**src/hw/bmc_pkg.sv**
```systemverilog
// Package for the basic mode control register bank.
// Assumes a single 125 MHz clock domain and a 5-bit register address port.
package bmc_pkg;
   // ----------------------------------------------------------------
   // Register map and field positions
   // ----------------------------------------------------------------
   localparam logic [4:0]  BMC_ADDR_CTRL   = 5'h00;
   localparam logic [4:0]  BMC_ADDR_LATCH  = 5'h01;
   localparam int          BMC_BIT_RESET   = 15;
   localparam int          BMC_BIT_LOOP    = 14;
   localparam int          BMC_BIT_SPEED   = 13;
   localparam int          BMC_BIT_ANEG    = 12;
   localparam int          BMC_BIT_PDOWN   = 11;
   localparam int          BMC_BIT_ISOLATE = 10;
   localparam int          BMC_BIT_DUPLEX  = 8;
   localparam logic [15:0] BMC_WR_MASK     = 16'hfd00;
   localparam logic [15:0] BMC_CTRL_RESET  = 16'h0000;
   // ----------------------------------------------------------------
   // Timing
   // ----------------------------------------------------------------
   localparam int CLK_PERIOD_PS    = 8000;
   localparam int SRST_TIME_NS     = 1000;
   localparam int SRST_CYCLES      = (SRST_TIME_NS * 1000 + CLK_PERIOD_PS - 1) / CLK_PERIOD_PS;
   localparam int LOOP_DEAD_US     = 500;
   localparam int LOOP_DEAD_CYCLES = (LOOP_DEAD_US * 1000000) / CLK_PERIOD_PS;

   // Strap inputs that seed the configuration
   typedef struct packed {
      logic speed;
      logic aneg;
      logic duplex;
   } bmc_strap_t;

   // MII data path nibble group
   typedef struct packed {
      logic       en;
      logic       er;
      logic [3:0] data;
   } bmc_mii_t;
endpackage : bmc_pkg

```
**src/hw/bmc_counter.sv**
```systemverilog
// Down counter that times one interval after a start pulse.
// Assumes start is a one-cycle pulse in the ref_clk domain.
`timescale 1ns/1ps
module bmc_counter #(
   parameter int COUNT = 125
) (
   // Clock and reset
   input  wire logic ref_clk,
   input  wire logic rst_n,
   // Control
   input  wire logic start,
   output logic      busy,
   output logic      done
);
   localparam int W = $clog2(COUNT + 1);
   logic [W-1:0] cnt_q, cnt_d;
   logic         done_d, done_q;

   // Next count; restart reloads the full interval
   always_comb begin
      cnt_d  = cnt_q;
      done_d = 1'b0;
      if (start) begin
         cnt_d = W'(COUNT);
      end else if (cnt_q != '0) begin
         cnt_d  = cnt_q - 1'b1;
         done_d = (cnt_q == W'(1));
      end
   end

   // Registered state
   always_ff @(posedge ref_clk or negedge rst_n) begin
      if (!rst_n) begin
         cnt_q  <= '0;
         done_q <= 1'b0;
      end else begin
         cnt_q  <= cnt_d;
         done_q <= done_d;
      end
   end

   assign busy = (cnt_q != '0);
   assign done = done_q;
endmodule : bmc_counter

```
**src/hw/bmc_core.sv**
```systemverilog
// Basic mode control register bank with loopback, isolate and power-down gating.
// Assumes straps are stable at and after reset release and all inputs are synchronous.
// Behaviour
// - Latched-high and latched-low status bits hold their event until software reads them.
// - Writing one to bit 15 starts soft reset; reads one until done.
// - Soft reset completion reloads every strap-derived value as hardware reset does.
// - Loopback bit 14 routes MII transmit data into the receive path.
// - After loopback enable, receive outputs stay invalid for up to 500 us.
// - Without auto-negotiation, bit 13 selects 100 Mbps when one, 10 Mbps otherwise.
// - Bit 12 resets from strap; when one, bits 13 and 8 are ignored.
// - Power-down bit 11 silences mii_rx and line_tx only; mii_rx_oe and the timers keep running.
// - Power-down is bit OR pin; pin low also sets the bit.
// - Isolate bit 10 disconnects the MII data interface; management keeps working.
// - Without auto-negotiation, bit 8 selects full duplex when one; strap reset.
`timescale 1ns/1ps
module bmc_core
   import bmc_pkg::*;
#(
   parameter int DEAD_CYCLES = LOOP_DEAD_CYCLES
) (
   // Clock and reset
   input  wire logic        ref_clk,
   input  wire logic        rst_n,
   // Register port
   input  wire logic [4:0]  reg_addr,
   input  wire logic [15:0] reg_wdata,
   input  wire logic        reg_wr,
   input  wire logic        reg_rd,
   output logic      [15:0] reg_rdata,
   // Straps and pins
   input  wire bmc_strap_t  strap,
   input  wire logic        powerdown_interrupt_pin_n,
   // Events for latched status bits
   input  wire logic        link_ok,
   input  wire logic        fault_evt,
   // MII side
   input  wire bmc_mii_t    mii_tx,
   input  wire bmc_mii_t    line_rx,
   output bmc_mii_t         mii_rx,
   output bmc_mii_t         line_tx,
   output logic             mii_rx_oe,
   // Effective configuration
   output logic             cfg_speed_100,
   output logic             cfg_full_duplex,
   output logic             cfg_aneg,
   output logic             cfg_powerdown,
   output logic             soft_reset_active
);
   // ----------------------------------------------------------------
   // State
   // ----------------------------------------------------------------
   typedef enum logic [1:0] {ST_STRAP, ST_RUN, ST_SRST} bmc_state_t;
   bmc_state_t  st_q, st_d;
   logic [15:0] ctrl_q, ctrl_d;
   logic        link_ll_q, link_ll_d;
   logic        fault_lh_q, fault_lh_d;
   logic [15:0] rdata_q, rdata_d;
   logic        loop_prev_q;
   logic        srst_start, srst_busy, srst_done;
   logic        dead_busy, dead_start;
   bmc_mii_t    mii_rx_d, mii_rx_q, line_tx_d, line_tx_q;
   logic        pd_eff;

   // Strap image shared by hardware and soft reset
   function automatic logic [15:0] strap_image(input bmc_strap_t s);
      logic [15:0] v;
      v                 = BMC_CTRL_RESET;
      v[BMC_BIT_SPEED]  = s.speed;
      v[BMC_BIT_ANEG]   = s.aneg;
      v[BMC_BIT_DUPLEX] = s.duplex;
      return v;
   endfunction : strap_image

   wire wr_ctrl  = reg_wr && (reg_addr == BMC_ADDR_CTRL);
   wire rd_latch = reg_rd && (reg_addr == BMC_ADDR_LATCH);

   // ----------------------------------------------------------------
   // Soft reset timer and loopback dead-time timer
   // ----------------------------------------------------------------
   assign srst_start = (st_q == ST_RUN) && wr_ctrl && reg_wdata[BMC_BIT_RESET];
   bmc_counter #(.COUNT(SRST_CYCLES)) u_srst (
      .ref_clk (ref_clk),
      .rst_n   (rst_n),
      .start   (srst_start),
      .busy    (srst_busy),
      .done    (srst_done)
   );

   assign dead_start = ctrl_q[BMC_BIT_LOOP] && !loop_prev_q;
   bmc_counter #(.COUNT(DEAD_CYCLES)) u_dead (
      .ref_clk (ref_clk),
      .rst_n   (rst_n),
      .start   (dead_start),
      .busy    (dead_busy),
      .done    ()
   );

   // ----------------------------------------------------------------
   // Control register next state
   // ----------------------------------------------------------------
   // Straps are taken one edge after release, never inside the reset branch
   always_comb begin
      st_d   = st_q;
      ctrl_d = ctrl_q;
      case (st_q)
         ST_STRAP: begin
            ctrl_d = strap_image(strap);
            st_d   = ST_RUN;
         end
         ST_RUN: begin
            if (wr_ctrl) begin
               ctrl_d = (ctrl_q & ~BMC_WR_MASK) | (reg_wdata & BMC_WR_MASK);
            end
            if (srst_start) begin
               st_d = ST_SRST;
            end
         end
         ST_SRST: begin
            ctrl_d[BMC_BIT_RESET] = 1'b1;
            if (srst_done) begin
               ctrl_d = strap_image(strap);
               st_d   = ST_RUN;
            end
         end
         default: begin
            st_d = ST_STRAP;
         end
      endcase
      // Pin low forces the bit; it stays set after release until cleared
      if (!powerdown_interrupt_pin_n) begin
         ctrl_d[BMC_BIT_PDOWN] = 1'b1;
      end
   end

   // ----------------------------------------------------------------
   // Latched status, read data and data path next state
   // ----------------------------------------------------------------
   // Read clears the latch, but a new event in the same cycle wins
   always_comb begin
      link_ll_d  = rd_latch ? 1'b1 : link_ll_q;
      fault_lh_d = rd_latch ? 1'b0 : fault_lh_q;
      if (!link_ok) begin
         link_ll_d = 1'b0;
      end
      if (fault_evt) begin
         fault_lh_d = 1'b1;
      end
      rdata_d = 16'h0000;
      if (reg_rd) begin
         case (reg_addr)
            BMC_ADDR_CTRL:  rdata_d = ctrl_q;
            BMC_ADDR_LATCH: rdata_d = {14'h0000, fault_lh_q, link_ll_q};
            default:        rdata_d = 16'h0000;
         endcase
      end
   end

   assign pd_eff = ctrl_q[BMC_BIT_PDOWN] || !powerdown_interrupt_pin_n;

   // Data path: power-down and isolate silence both directions
   always_comb begin
      mii_rx_d  = '0;
      line_tx_d = '0;
      if (!pd_eff && !ctrl_q[BMC_BIT_ISOLATE] && (st_q == ST_RUN)) begin
         if (ctrl_q[BMC_BIT_LOOP]) begin
            // The start cycle is dead too; the timer only counts from the next edge
            mii_rx_d = (dead_busy || dead_start) ? '0 : mii_tx;
         end else begin
            mii_rx_d  = line_rx;
            line_tx_d = mii_tx;
         end
      end
   end

   // ----------------------------------------------------------------
   // Registers
   // ----------------------------------------------------------------
   always_ff @(posedge ref_clk or negedge rst_n) begin
      if (!rst_n) begin
         st_q        <= ST_STRAP;
         ctrl_q      <= BMC_CTRL_RESET;
         link_ll_q   <= 1'b1;
         fault_lh_q  <= 1'b0;
         rdata_q     <= 16'h0000;
         loop_prev_q <= 1'b0;
         mii_rx_q    <= '0;
         line_tx_q   <= '0;
      end else begin
         st_q        <= st_d;
         ctrl_q      <= ctrl_d;
         link_ll_q   <= link_ll_d;
         fault_lh_q  <= fault_lh_d;
         rdata_q     <= rdata_d;
         loop_prev_q <= ctrl_q[BMC_BIT_LOOP];
         mii_rx_q    <= mii_rx_d;
         line_tx_q   <= line_tx_d;
      end
   end

   // Effective configuration, registered
   logic speed_q, duplex_q, aneg_q, pd_q, srst_q, oe_q;
   always_ff @(posedge ref_clk or negedge rst_n) begin
      if (!rst_n) begin
         speed_q  <= 1'b0;
         duplex_q <= 1'b0;
         aneg_q   <= 1'b0;
         pd_q     <= 1'b0;
         srst_q   <= 1'b0;
         oe_q     <= 1'b0;
      end else begin
         // Auto-negotiation owns speed and duplex; resolved result not modelled here
         speed_q  <= !ctrl_d[BMC_BIT_ANEG] && ctrl_d[BMC_BIT_SPEED];
         duplex_q <= !ctrl_d[BMC_BIT_ANEG] && ctrl_d[BMC_BIT_DUPLEX];
         aneg_q   <= ctrl_d[BMC_BIT_ANEG];
         pd_q     <= ctrl_d[BMC_BIT_PDOWN] || !powerdown_interrupt_pin_n;
         srst_q   <= (st_d != ST_RUN) || srst_busy;
         oe_q     <= !ctrl_d[BMC_BIT_ISOLATE];
      end
   end

   assign reg_rdata         = rdata_q;
   assign mii_rx            = mii_rx_q;
   assign line_tx           = line_tx_q;
   assign mii_rx_oe         = oe_q;
   assign cfg_speed_100     = speed_q;
   assign cfg_full_duplex   = duplex_q;
   assign cfg_aneg          = aneg_q;
   assign cfg_powerdown     = pd_q;
   assign soft_reset_active = srst_q;
endmodule : bmc_core

```
**config.mk**
```make
export PLATFORM = sky130hd
export DESIGN_NAME = bmc_core
export DESIGN_NICKNAME = d
export VERILOG_FILES = /design/src/hw/bmc_pkg.sv /design/src/hw/bmc_counter.sv /design/src/hw/bmc_core.sv
export SDC_FILE = /design/constraint.sdc
export NUM_CORES = 1
export LEC_CHECK = 0
export ABC_AREA = 1
export BUFFER_PORTS_ARGS = -buffer_cell sky130_fd_sc_hd__buf_4
export CAP_MARGIN = 20
export CELL_PAD_IN_SITES_DETAIL_PLACEMENT = 1
export CELL_PAD_IN_SITES_GLOBAL_PLACEMENT = 1
export CORE_ASPECT_RATIO = 1.75
export CORE_MARGIN = 3
export CORE_UTILIZATION = 37
export CTS_CLUSTER_DIAMETER = 150
export DETAILED_ROUTE_END_ITERATION = 7
export PLACE_DENSITY = 0.84
export SYNTH_ARGS = -nofsm -noshare
export SYNTH_HDL_FRONTEND = slang
export SYNTH_SLANG_ARGS = --single-unit
export TNS_END_PERCENT = 5
```
**constraint.sdc**
```tcl
create_clock -name ref_clk -period 1.3 [get_ports ref_clk]
set_input_delay 0.13 -clock ref_clk [delete_from_list [all_inputs] [get_ports ref_clk]]
set_output_delay 0.13 -clock ref_clk [all_outputs]
set_load 0.02 [all_outputs]
```
==> results.tsv, run 1 <==
metric	value	unit
count of different cell masters after synthesis	36	
Final Core Density	0.526	
fin worst setup slack	-0.201	ns
Post-Synthesis Cells	382	
Max VDD drop	0.000984	V
Setup crit end kind	flop	
pin count of the biggest net entering global routing	70	
crit path DAT	1.72	ns
Post-Syn Area	3510	sq um
Pre-Repair DR Iteration Count	4	
CTS HTree Levels	3	
Hold Crit Start	powerdown_interrupt_pin_n	
Clock Sinks	77	
number of synthesized register bits	77	
Max Fclk	0.666	GHz
Worst setup SP type	flop	
Leak Pwr	0.00246	uW
top_reg_cell synth	dfrtp_1	
num ports	77	
Core Region	9150	sq um
number of core rows	46	
status	complete, but fails checks	
final wirelength	10.1	mm
Post-synth EDFFs	0	
top post-synthesis cells by count	dfrtp_1 (76), nor2_1 (63), inv_1 (60), nand2_1 (60), nand3_1 (30)	
syn nets	429	
first-pass GRT wire length	16.2	mm
RSZ-0062 raised after global routing	true	
number of max-cap violations	0	
CTS tree	done	
Setup crit start	u_dead.cnt_q[4]	
Max FO, Critical Path	3	
failing checks	negative setup slack	
FFs w/ async S/R, synth	1.00	
worst skew pair latency	0.34	ns
Reg clk slew, reported paths	0.06	ns
I/O Buffers	67	
GP Congestion	0.883	
via count	3028	
gr ovfl total	0	
post-detail-place hpwl	6.99	mm
Die Span Y	135	um
number of buffers created by CTS	9	
Layout Area Growth over Synthesis	37.2	%
WS Path Type	flop to flop	
diode count	0	
Fin. Hold Viols	0	
most common cell in the netlist	dfrtp_1	
required time worst endpoint	1.52	ns
die area	10700	sq um
antenna-violating nets left	0	
DRC violations left	0	
share of cells above drive strength 1	0.369	
nets@finish	538	
worst hold path type	primary input to flop	
Pwr Density	1750	nW/um^2
DIE WIDTH	79.6	um
1st-iter DRT viols	131	
root buf cell	clkbuf_16	
Final min period	1.50	ns
Initial Utilization	0.383	
Clock Skew	0.00553	ns
Total GRT Usage	0.197	
area leader, netlist	dfrtp_1	
Max Slew Vio Count	0	
Max-Slew Margin vs Limit	0.745	
wire length per cell	16.3	um
routed vias/inst	4.92	
setup violators final	19	
Max Root-Sink Buffers	2	
Worst R2R Start	u_dead.cnt_q[4]	
Tcrit/Tclk final	1.15	
Yosys top cell area share	0.542	
number of global-route vias before repair	3417	
main area contributors after synthesis	dfrtp_1 (54%), nor2_1 (6.7%), inv_1 (6.4%)	
register area share after synthesis	0.550	
total power	8400	uW
antenna violations before repair	0	
Syn. warnings	0	
synthesized area per cell	9.18	sq um
Worst Tran Pin Value	0.383	ns
==> cell type report <==
type | instances | area, sq um
tap | 120 | 150
clock buffer | 12 | 236
sequential | 77 | 1930
inverter | 67 | 254
timing repair buffer | 103 | 795
multi-input combinational | 233 | 1400
clock inverter | 4 | 48.8
fill | 1044 | 4340
==> logic make-up (layout without fill, tap and decap cells) <==
kind of cell             count (synthesis)  count (layout)  synth area share
AO/OA/AOI/OAI                           31              31            0.0539
flip-flops                              77              77             0.550
XOR/XNOR                                 5               5            0.0125
buffers and inverters                   72             186            0.0846
adder cells (fa/ha/maj)                  4               4            0.0143
AND/OR/NAND/NOR                        193             193             0.285
==> registers in the layout, indices dropped and copies added, names as in the netlist <==
signal,count
link_ll_q,1
st_q,2
cfg_speed_100,1
u_srst.cnt_q,7
cfg_full_duplex,1
soft_reset_active,1
loop_prev_q,1
ctrl_q,16
mii_rx_oe,1
u_srst.done,1
u_dead.cnt_q,16
reg_rdata,16
line_tx,6
mii_rx,6
fault_lh_q,1
==> critical path, stage by stage, from the launching register on <==
cell and delay, ns:
dfrtp_1 0.43, nor2_2 0.21, inv_2 0.10, nor3_4 0.26, nand2_1 0.17, nand3_1 0.13, o21ai_1 0.08
==> where the power goes <==
group	switching, uW	internal (uW)	leakage (uW)
sequential	378	2770	0.000978
combinational	1620	1180	0.00134
clock	962	1480	0.000141
==> placed cells by master (no fill, tap or decap), types with 2 or more instances in the layout <==
cell / n
nand3_1: 29
nand3b_1: 2
clkinv_2: 2
buf_4: 99
dlygate4sd3_1: 2
nor2_8: 2
nand2_1: 58
o211ai_1: 2
nand4_1: 6
nor2_1: 51
clkbuf_16: 9
a21o_1: 2
nor2_4: 9
nand2_4: 4
nor3_4: 2
inv_1: 56
nand3_2: 4
dfrtp_1: 74
clkbuf_1: 3
ha_4: 2
xor2_1: 4
a21oi_2: 2
nor2_2: 16
o22ai_2: 2
a21oi_1: 2
o22ai_1: 5
inv_2: 10
o21ai_0: 6
nand2_2: 5
o21ai_1: 8
dfrtp_2: 2
==> through the flow <==
| stage | setup TNS, ns | setup WS, ns | instances | hold slack (ns) | cell area [sq um] |
|---|---|---|---|---|---|
| 6_report | -2.45 | -0.201 | 616 | 0.00491 | 4810 |
| 2_1_floorplan | 0 | 0.0216 | 382 | -0.166 | 3520 |
| 5_1_grt | -3.79 | -0.258 | 616 | 0.00707 | 4810 |
| 3_3_place_gp | -0.669 | -0.0948 | 597 | -0.0403 | 4390 |
| 3_5_place_dp | -2.13 | -0.178 | 597 | -0.0361 | 4390 |
| 4_1_cts | -1.97 | -0.151 | 615 | 0.00143 | 4720 |
==> what timing repair did <==
action                                  4_1_cts  5_1_grt
pin swaps                                     1        2
buffers inserted                              0        1
endpoints found under the setup margin       27       31
resized for setup                            13       24
hold endpoints to repair                     77        0
hold buffers                                  2        0
==> layer usage <==
metal	share of wire	routed length [um]	track usage	up-vias
met5	0	0	0	-
met4	0.031	307	0.0889	0
met3	0.032	326	0.0347	28
met2	0.59	5970	0.377	68
met1	0.34	3450	0.202	1526
li1	-	-	-	1406
==> path summary, 6_finish.rpt <==
check / end / slack [ns] / depth (start not counted)
hold reg to reg: ctrl_q[6] / 0.49 / 2
hold / removal: ctrl_q[11] / 0.005 / 2
min in group asynchronous: reg_rdata[7] / 0.15 / 2
setup / recovery: u_dead.cnt_q[0] / -0.20 / 6
max in group asynchronous: link_ll_q / 0.55 / 3
setup reg to reg: u_dead.cnt_q[0] / -0.20 / 6
No activity file was read; power rests on OpenSTA's default activity.
==> run 2, diff against run 1 <==
--- a/config.mk
+++ b/config.mk
@@ -16,6 +16,7 @@
 export CTS_CLUSTER_DIAMETER = 150
 export DETAILED_ROUTE_END_ITERATION = 7
 export PLACE_DENSITY = 0.84
+export RECOVER_POWER = 50
 export SYNTH_ARGS = -nofsm -noshare
 export SYNTH_HDL_FRONTEND = slang
 export SYNTH_SLANG_ARGS = --single-unit
==> run 2 against run 1 <==
The flow still finishes with violations (negative setup slack). Routed wire length up 0.14%. Via count shrank 0.20%. Utilization is 0.16 points lower. Final cell count is the same. Worst hold slack about the same. Global-route usage is the same. Die area stayed put. Register-to-register slack about the same. Count of clock-buffer cells in the layout stayed put. Sequential power about the same. Highest routed layer unchanged.
==> results.tsv, run 2 (synthesis gave the netlist of run 1 again) <==
metric	value	unit
Max VDD drop	0.000979	V
Clock Skew	0.00390	ns
setup violators final	19	
max incr delay on CP	0.43	ns
root buf cell	clkbuf_16	
number of global-route vias before repair	3417	
num ports	77	
Reg clk slew, reported paths	0.06	ns
Core Region	9150	sq um
number of max-cap violations	0	
GP Congestion	0.883	
via count	3022	
Max Root-Sink Buffers	2	
worst hold path type	primary input to flop	
Max Slew Vio Count	0	
R2R Setup Slk	-0.20	ns
DIE WIDTH	79.6	um
I/O Buffers	67	
WS Path Type	flop to flop	
final wirelength	10.1	mm
WP depth	6	
Fin. Hold Viols	0	
critical-path cell list	nor2_2 > inv_2 > nor3_4 > nand2_1 > nand3_1 > o21ai_1	
CTS HTree Levels	3	
Pwr Density	1750	nW/um^2
number of buffers created by CTS	9	
Hold Crit Start	powerdown_interrupt_pin_n	
most common cell after layout, fill and taps aside	buf_4	
placed inst area	4390	sq um
DRC violations left	0	
Worst Hold Path EP	ctrl_q[11]	
fin worst setup slack	-0.196	ns
die area	10700	sq um
gr ovfl total	0	
antenna-violating nets left	0	
worst skew pair latency	0.34	ns
sum of buffers and inverters on the critical path	1	
nets@finish	538	
Max FO, Critical Path	3	
Setup crit end kind	flop	
post-detail-place hpwl	6.99	mm
Pre-Repair DR Iteration Count	4	
CP top delay family	simple AND/OR/NAND/NOR gates	
1st-iter DRT viols	128	
WHS Path Cells	2	
Worst Tran Pin Value	0.793	ns
CTS tree	done	
Clock Sinks	77	
finished layout cell area	4800	sq um
RSZ-0062 raised after global routing	true	
share of cells above drive strength 1	0.361	
Tcrit/Tclk final	1.15	
Worst setup SP type	flop	
Layout Area Growth over Synthesis	36.7	%
number of core rows	46	
Leak Pwr	0.00245	uW
antenna violations before repair	0	
Die Span Y	135	um
most frequent cells in the layout	buf_4 (94), dfrtp_1 (74), nand2_1 (58)	
cells on worst reg2reg path	6	
status	complete, but fails checks	
failing checks	negative setup slack	
wire length per cell	16.3	um
worst r2r dst	u_dead.cnt_q[0]	
Initial Utilization	0.383	
Total GRT Usage	0.197	
diode count	0	
slowest library cell on the worst path	dfrtp_1	
Max-Slew Margin vs Limit	0.471	
Worst R2R Start	u_dead.cnt_q[4]	
Setup WS pre-CTS	-0.178	ns
Final min period	1.50	ns
routed vias/inst	4.91	
required time worst endpoint	1.52	ns
pin count of the biggest net entering global routing	70	
crit path DAT	1.72	ns
Max Fclk	0.669	GHz
first-pass GRT wire length	16.2	mm
[run 2: cell count changes in the layout (fill, tap and decap cells not counted)]
cell,previous run,this run
clkbuf_1,3,7
clkbuf_4,0,1
buf_4,99,94
[run 2: layer usage]
metal / vias to the layer above / share of wire / GRT usage
li1: 1407 / - / -
met1: 1516 / 0.34 / 0.202
met2: 73 / 0.59 / 0.377
met3: 26 / 0.036 / 0.0347
met4: 0 / 0.028 / 0.0889
met5: - / 0 / 0
[run 2: report_power, final]
| part | switching (uW) | leakage, uW | internal, uW |
|---|---|---|---|
| registers | 377 | 0.000978 | 2770 |
| clock network | 961 | 0.000141 | 1480 |
| logic | 1620 | 0.00133 | 1180 |
| total | 2960 | 0.00245 | 5430 |
[run 2: worst reg2reg max path, cell delays in order (launching register included)]
cell     delay, ns
dfrtp_1       0.43
nor2_2        0.21
inv_2         0.10
nor3_4        0.25
nand2_1       0.17
nand3_1       0.13
o21ai_1       0.08
[run 2: how the worst max path moves through the flow]
stage	from	endpoint	slack [ns]
after global routing	u_dead.cnt_q[4]	u_dead.cnt_q[0]	-0.26
after detailed placement	u_dead.cnt_q[3]	u_dead.cnt_q[13]	-0.18
after global placement	u_dead.cnt_q[3]	u_dead.cnt_q[13]	-0.09
after CTS	u_dead.cnt_q[3]	u_dead.cnt_q[13]	-0.15
after floorplan	u_dead.cnt_q[0]	u_dead.cnt_q[2]	0.02
final	u_dead.cnt_q[4]	u_dead.cnt_q[0]	-0.20
[run 2: timing repair]
| action | 4_1_cts | 5_1_grt |
|---|---|---|
| hold buffers | 2 | 0 |
| endpoints found under the setup margin | 27 | 31 |
| pin swaps | 1 | 2 |
| gates resized for setup | 13 | 24 |
| buffers inserted | 0 | 1 |
| gates cloned | 0 | 0 |
| endpoints found under the hold margin | 77 | 0 |
[run 2: stage by stage]
step                      hold slack (ns)   util  power [uW]  setup TNS (ns)  std cells
after global placement            -0.0403  0.480        5420          -0.669        597
final                             0.00526  0.524        8390           -2.39        616
after detailed placement          -0.0361  0.480        5610           -2.13        597
after floorplan                    -0.166      -        4550               0        382
after CTS                         0.00143  0.516        8230           -1.97        615
after global routing              0.00707  0.524        8840           -3.79        616
[run 2: area by class of cell]
type	instances	area, sq um
Sequential cell	77	1930
Multi-Input combinational cell	233	1400
Inverter	67	254
Tap cell	120	150
Clock buffer	12	236
Clock inverter	4	48.8
Fill cell	1048	4360
Timing Repair Buffer	103	779
==> run 3, diff against run 2 <==
--- a/config.mk
+++ b/config.mk
@@ -12,10 +12,11 @@
 export CELL_PAD_IN_SITES_GLOBAL_PLACEMENT = 1
 export CORE_ASPECT_RATIO = 1.75
 export CORE_MARGIN = 3
-export CORE_UTILIZATION = 37
+export CORE_UTILIZATION = 40
 export CTS_CLUSTER_DIAMETER = 150
+export CTS_CLUSTER_SIZE = 20
 export DETAILED_ROUTE_END_ITERATION = 7
-export PLACE_DENSITY = 0.84
+export PLACE_DENSITY = 0.86
 export RECOVER_POWER = 50
 export SYNTH_ARGS = -nofsm -noshare
 export SYNTH_HDL_FRONTEND = slang
==> constraint.sdc (replaced) <==
create_clock -name ref_clk -period 1.7 [get_ports ref_clk]
set_input_delay 0.17 -clock ref_clk [delete_from_list [all_inputs] [get_ports ref_clk]]
set_output_delay 0.17 -clock ref_clk [all_outputs]
set_load 0.02 [all_outputs]
==> run 3 against run 2 <==
The run now ends clean. Sequential share of layout area rose by 2.9 points. Via count fell by 5.5%. Worst hold slack improved by 0.040 ns. Routed wire length fell by 8.4%. Combinational power fell by 43%. Cell area fell by 6.8%. Final cell count fell by 5.0%. Non-clock buffer count fell by 26. Count of clock-buffer cells in the layout did not move. Critical path depth did not move. Die area fell by 7.1%. Critical path type unchanged.
==> results.tsv, run 3 (synthesis gave the netlist of run 1 again) <==
metric	value	unit
Setup crit start	u_dead.cnt_q[3]	
root buf cell	clkbuf_16	
number of max-cap violations	0	
CTS HTree Levels	3	
sequential share of power	0.405	
Max FO, Critical Path	4	
status	finished clean	
die area	9970	sq um
share of cells above drive strength 1	0.272	
Final min period	1.56	ns
Post-Layout Cell Count	585	
Leak Pwr	0.00233	uW
via count	2857	
Worst Tran Pin Value	0.830	ns
Die Span Y	130	um
GP Congestion	0.898	
worst r2r dst	u_dead.cnt_q[15]	
Max Fclk	0.639	GHz
Clock Sinks	77	
crit path DAT	1.77	ns
Internal Power	3850	uW
diode count	0	
number of global-route vias before repair	3129	
critical-path cell list	nor2_1 > nand2_1 > nor2_1 > nand3_1 > a21oi_1 > o21ai_0	
CP top delay family	simple AND/OR/NAND/NOR gates	
Clk network pwr share	0.321	
number of core rows	44	
final setup TNS	0	ns
WS Path Type	flop to flop	
CP dominant cell by count	nor2_1	
Reg clk slew, reported paths	0.06	ns
antenna violations before repair	0	
I/O Buffers	67	
Pwr Density	1310	nW/um^2
WP depth	6	
cells on worst reg2reg path	6	
Max Root-Sink Buffers	2	
Max-Slew Margin vs Limit	0.447	
routed vias/inst	4.88	
wire length per cell	15.8	um
Worst R2R Start	u_dead.cnt_q[3]	
Pre-Repair DR Iteration Count	4	
antenna-violating nets left	0	
worst setup path end	u_dead.cnt_q[15]	
R2R Setup Slk	0.14	ns
switching share of power	0.341	
placed inst area	4180	sq um
number of buffers created by CTS	9	
Clock Skew	0.00753	ns
slowest library cell on the worst path	dfrtp_1	
Max Slew Vio Count	0	
Logic pwr share	0.274	
setup violators final	0	
pin count of the biggest net entering global routing	39	
max incr delay on CP	0.43	ns
finished layout cell area	4470	sq um
sum of buffers and inverters on the critical path	0	
Inst Count DP	567	
Tcrit/Tclk final	0.920	
required time worst endpoint	1.91	ns
nets@finish	512	
Worst setup SP type	flop	
Setup crit end kind	flop	
num ports	77	
sw power	1990	uW
worst skew pair latency	0.33	ns
Layout Area Growth over Synthesis	27.5	%
Fin. Hold Viols	0	
DIE WIDTH	76.8	um
gr ovfl total	0	
first-pass GRT wire length	15.1	mm
Initial Utilization	0.416	
CTS tree	done	
final wirelength	9.22	mm
1st-iter DRT viols	66	
Total GRT Usage	0.200	
DRC violations left	0	
post-cts resize count	0	
Core Region	8420	sq um
most common cell after layout, fill and taps aside	dfrtp_1	
RSZ-0062 raised after global routing	false	
Max VDD drop	0.000616	V
post-detail-place hpwl	6.67	mm
worst hold path type	primary input to flop	
most frequent cells in the layout	dfrtp_1 (76), buf_4 (69), nor2_1 (63)	
[run 3: changes by cell type in the layout (fill, tap and decap cells not counted), sizes merged]
cell and delta:
buf -27, clkbuf +1, clkinvlp +1, inv -1
[run 3: how the worst min path moves through the flow]
| stage | cells past startpoint | slack (ns) | from | end |
|---|---|---|---|---|
| after detailed placement | 1 | 0.09 | rst_n | u_dead.cnt_q[4] |
| after global placement | 1 | 0.09 | rst_n | u_dead.cnt_q[3] |
| final | 2 | 0.05 | powerdown_interrupt_pin_n | ctrl_q[11] |
| after global routing | 2 | 0.04 | powerdown_interrupt_pin_n | ctrl_q[11] |
| after floorplan | 0 | -0.13 | rst_n | cfg_full_duplex |
| after CTS | 2 | 0.03 | powerdown_interrupt_pin_n | ctrl_q[11] |
[run 3: final cells by class]
type | instances | area (sq um)
Clock inverter | 4 | 47.5
Fill cell | 979 | 3950
Sequential cell | 77 | 1930
Tap cell | 115 | 144
Multi-Input combinational cell | 233 | 1280
Clock buffer | 12 | 246
Timing Repair Buffer | 77 | 571
Inverter | 67 | 253
[run 3: stage by stage]
step	util	power [uW]	hold slack (ns)	setup WS [ns]
after floorplan	-	3450	-0.126	0.291
after global placement	0.497	3840	0.0902	0.251
after detailed placement	0.497	3960	0.0919	0.160
after CTS	0.534	5950	0.0299	0.127
after global routing	0.531	6210	0.0433	0.0111
final	0.531	5840	0.0456	0.135
[run 3: power groups by stage]
stage	registers (uW)	logic [uW]	clock network, uW
floorplan	2350	1090	0
global placement	2360	1470	0
detailed placement	2380	1570	0
CTS	2370	1640	1940
global route	2410	1800	2000
finish	2370	1600	1880
[run 3: metal layers]
layer / GRT usage / share of wire / vias up / wire, um
met5: 0 / 0 / - / 0
met4: 0.0982 / 0.030 / 0 / 272
met3: 0.0407 / 0.032 / 25 / 299
met2: 0.388 / 0.58 / 70 / 5320
met1: 0.199 / 0.36 / 1406 / 3330
li1: - / - / 1356 / -
[run 3: what timing repair did]
action,in CTS,in global routing
hold buffers,2,0
buffers inserted,0,0
setup endpoints to repair,0,0
hold endpoints to repair,22,0
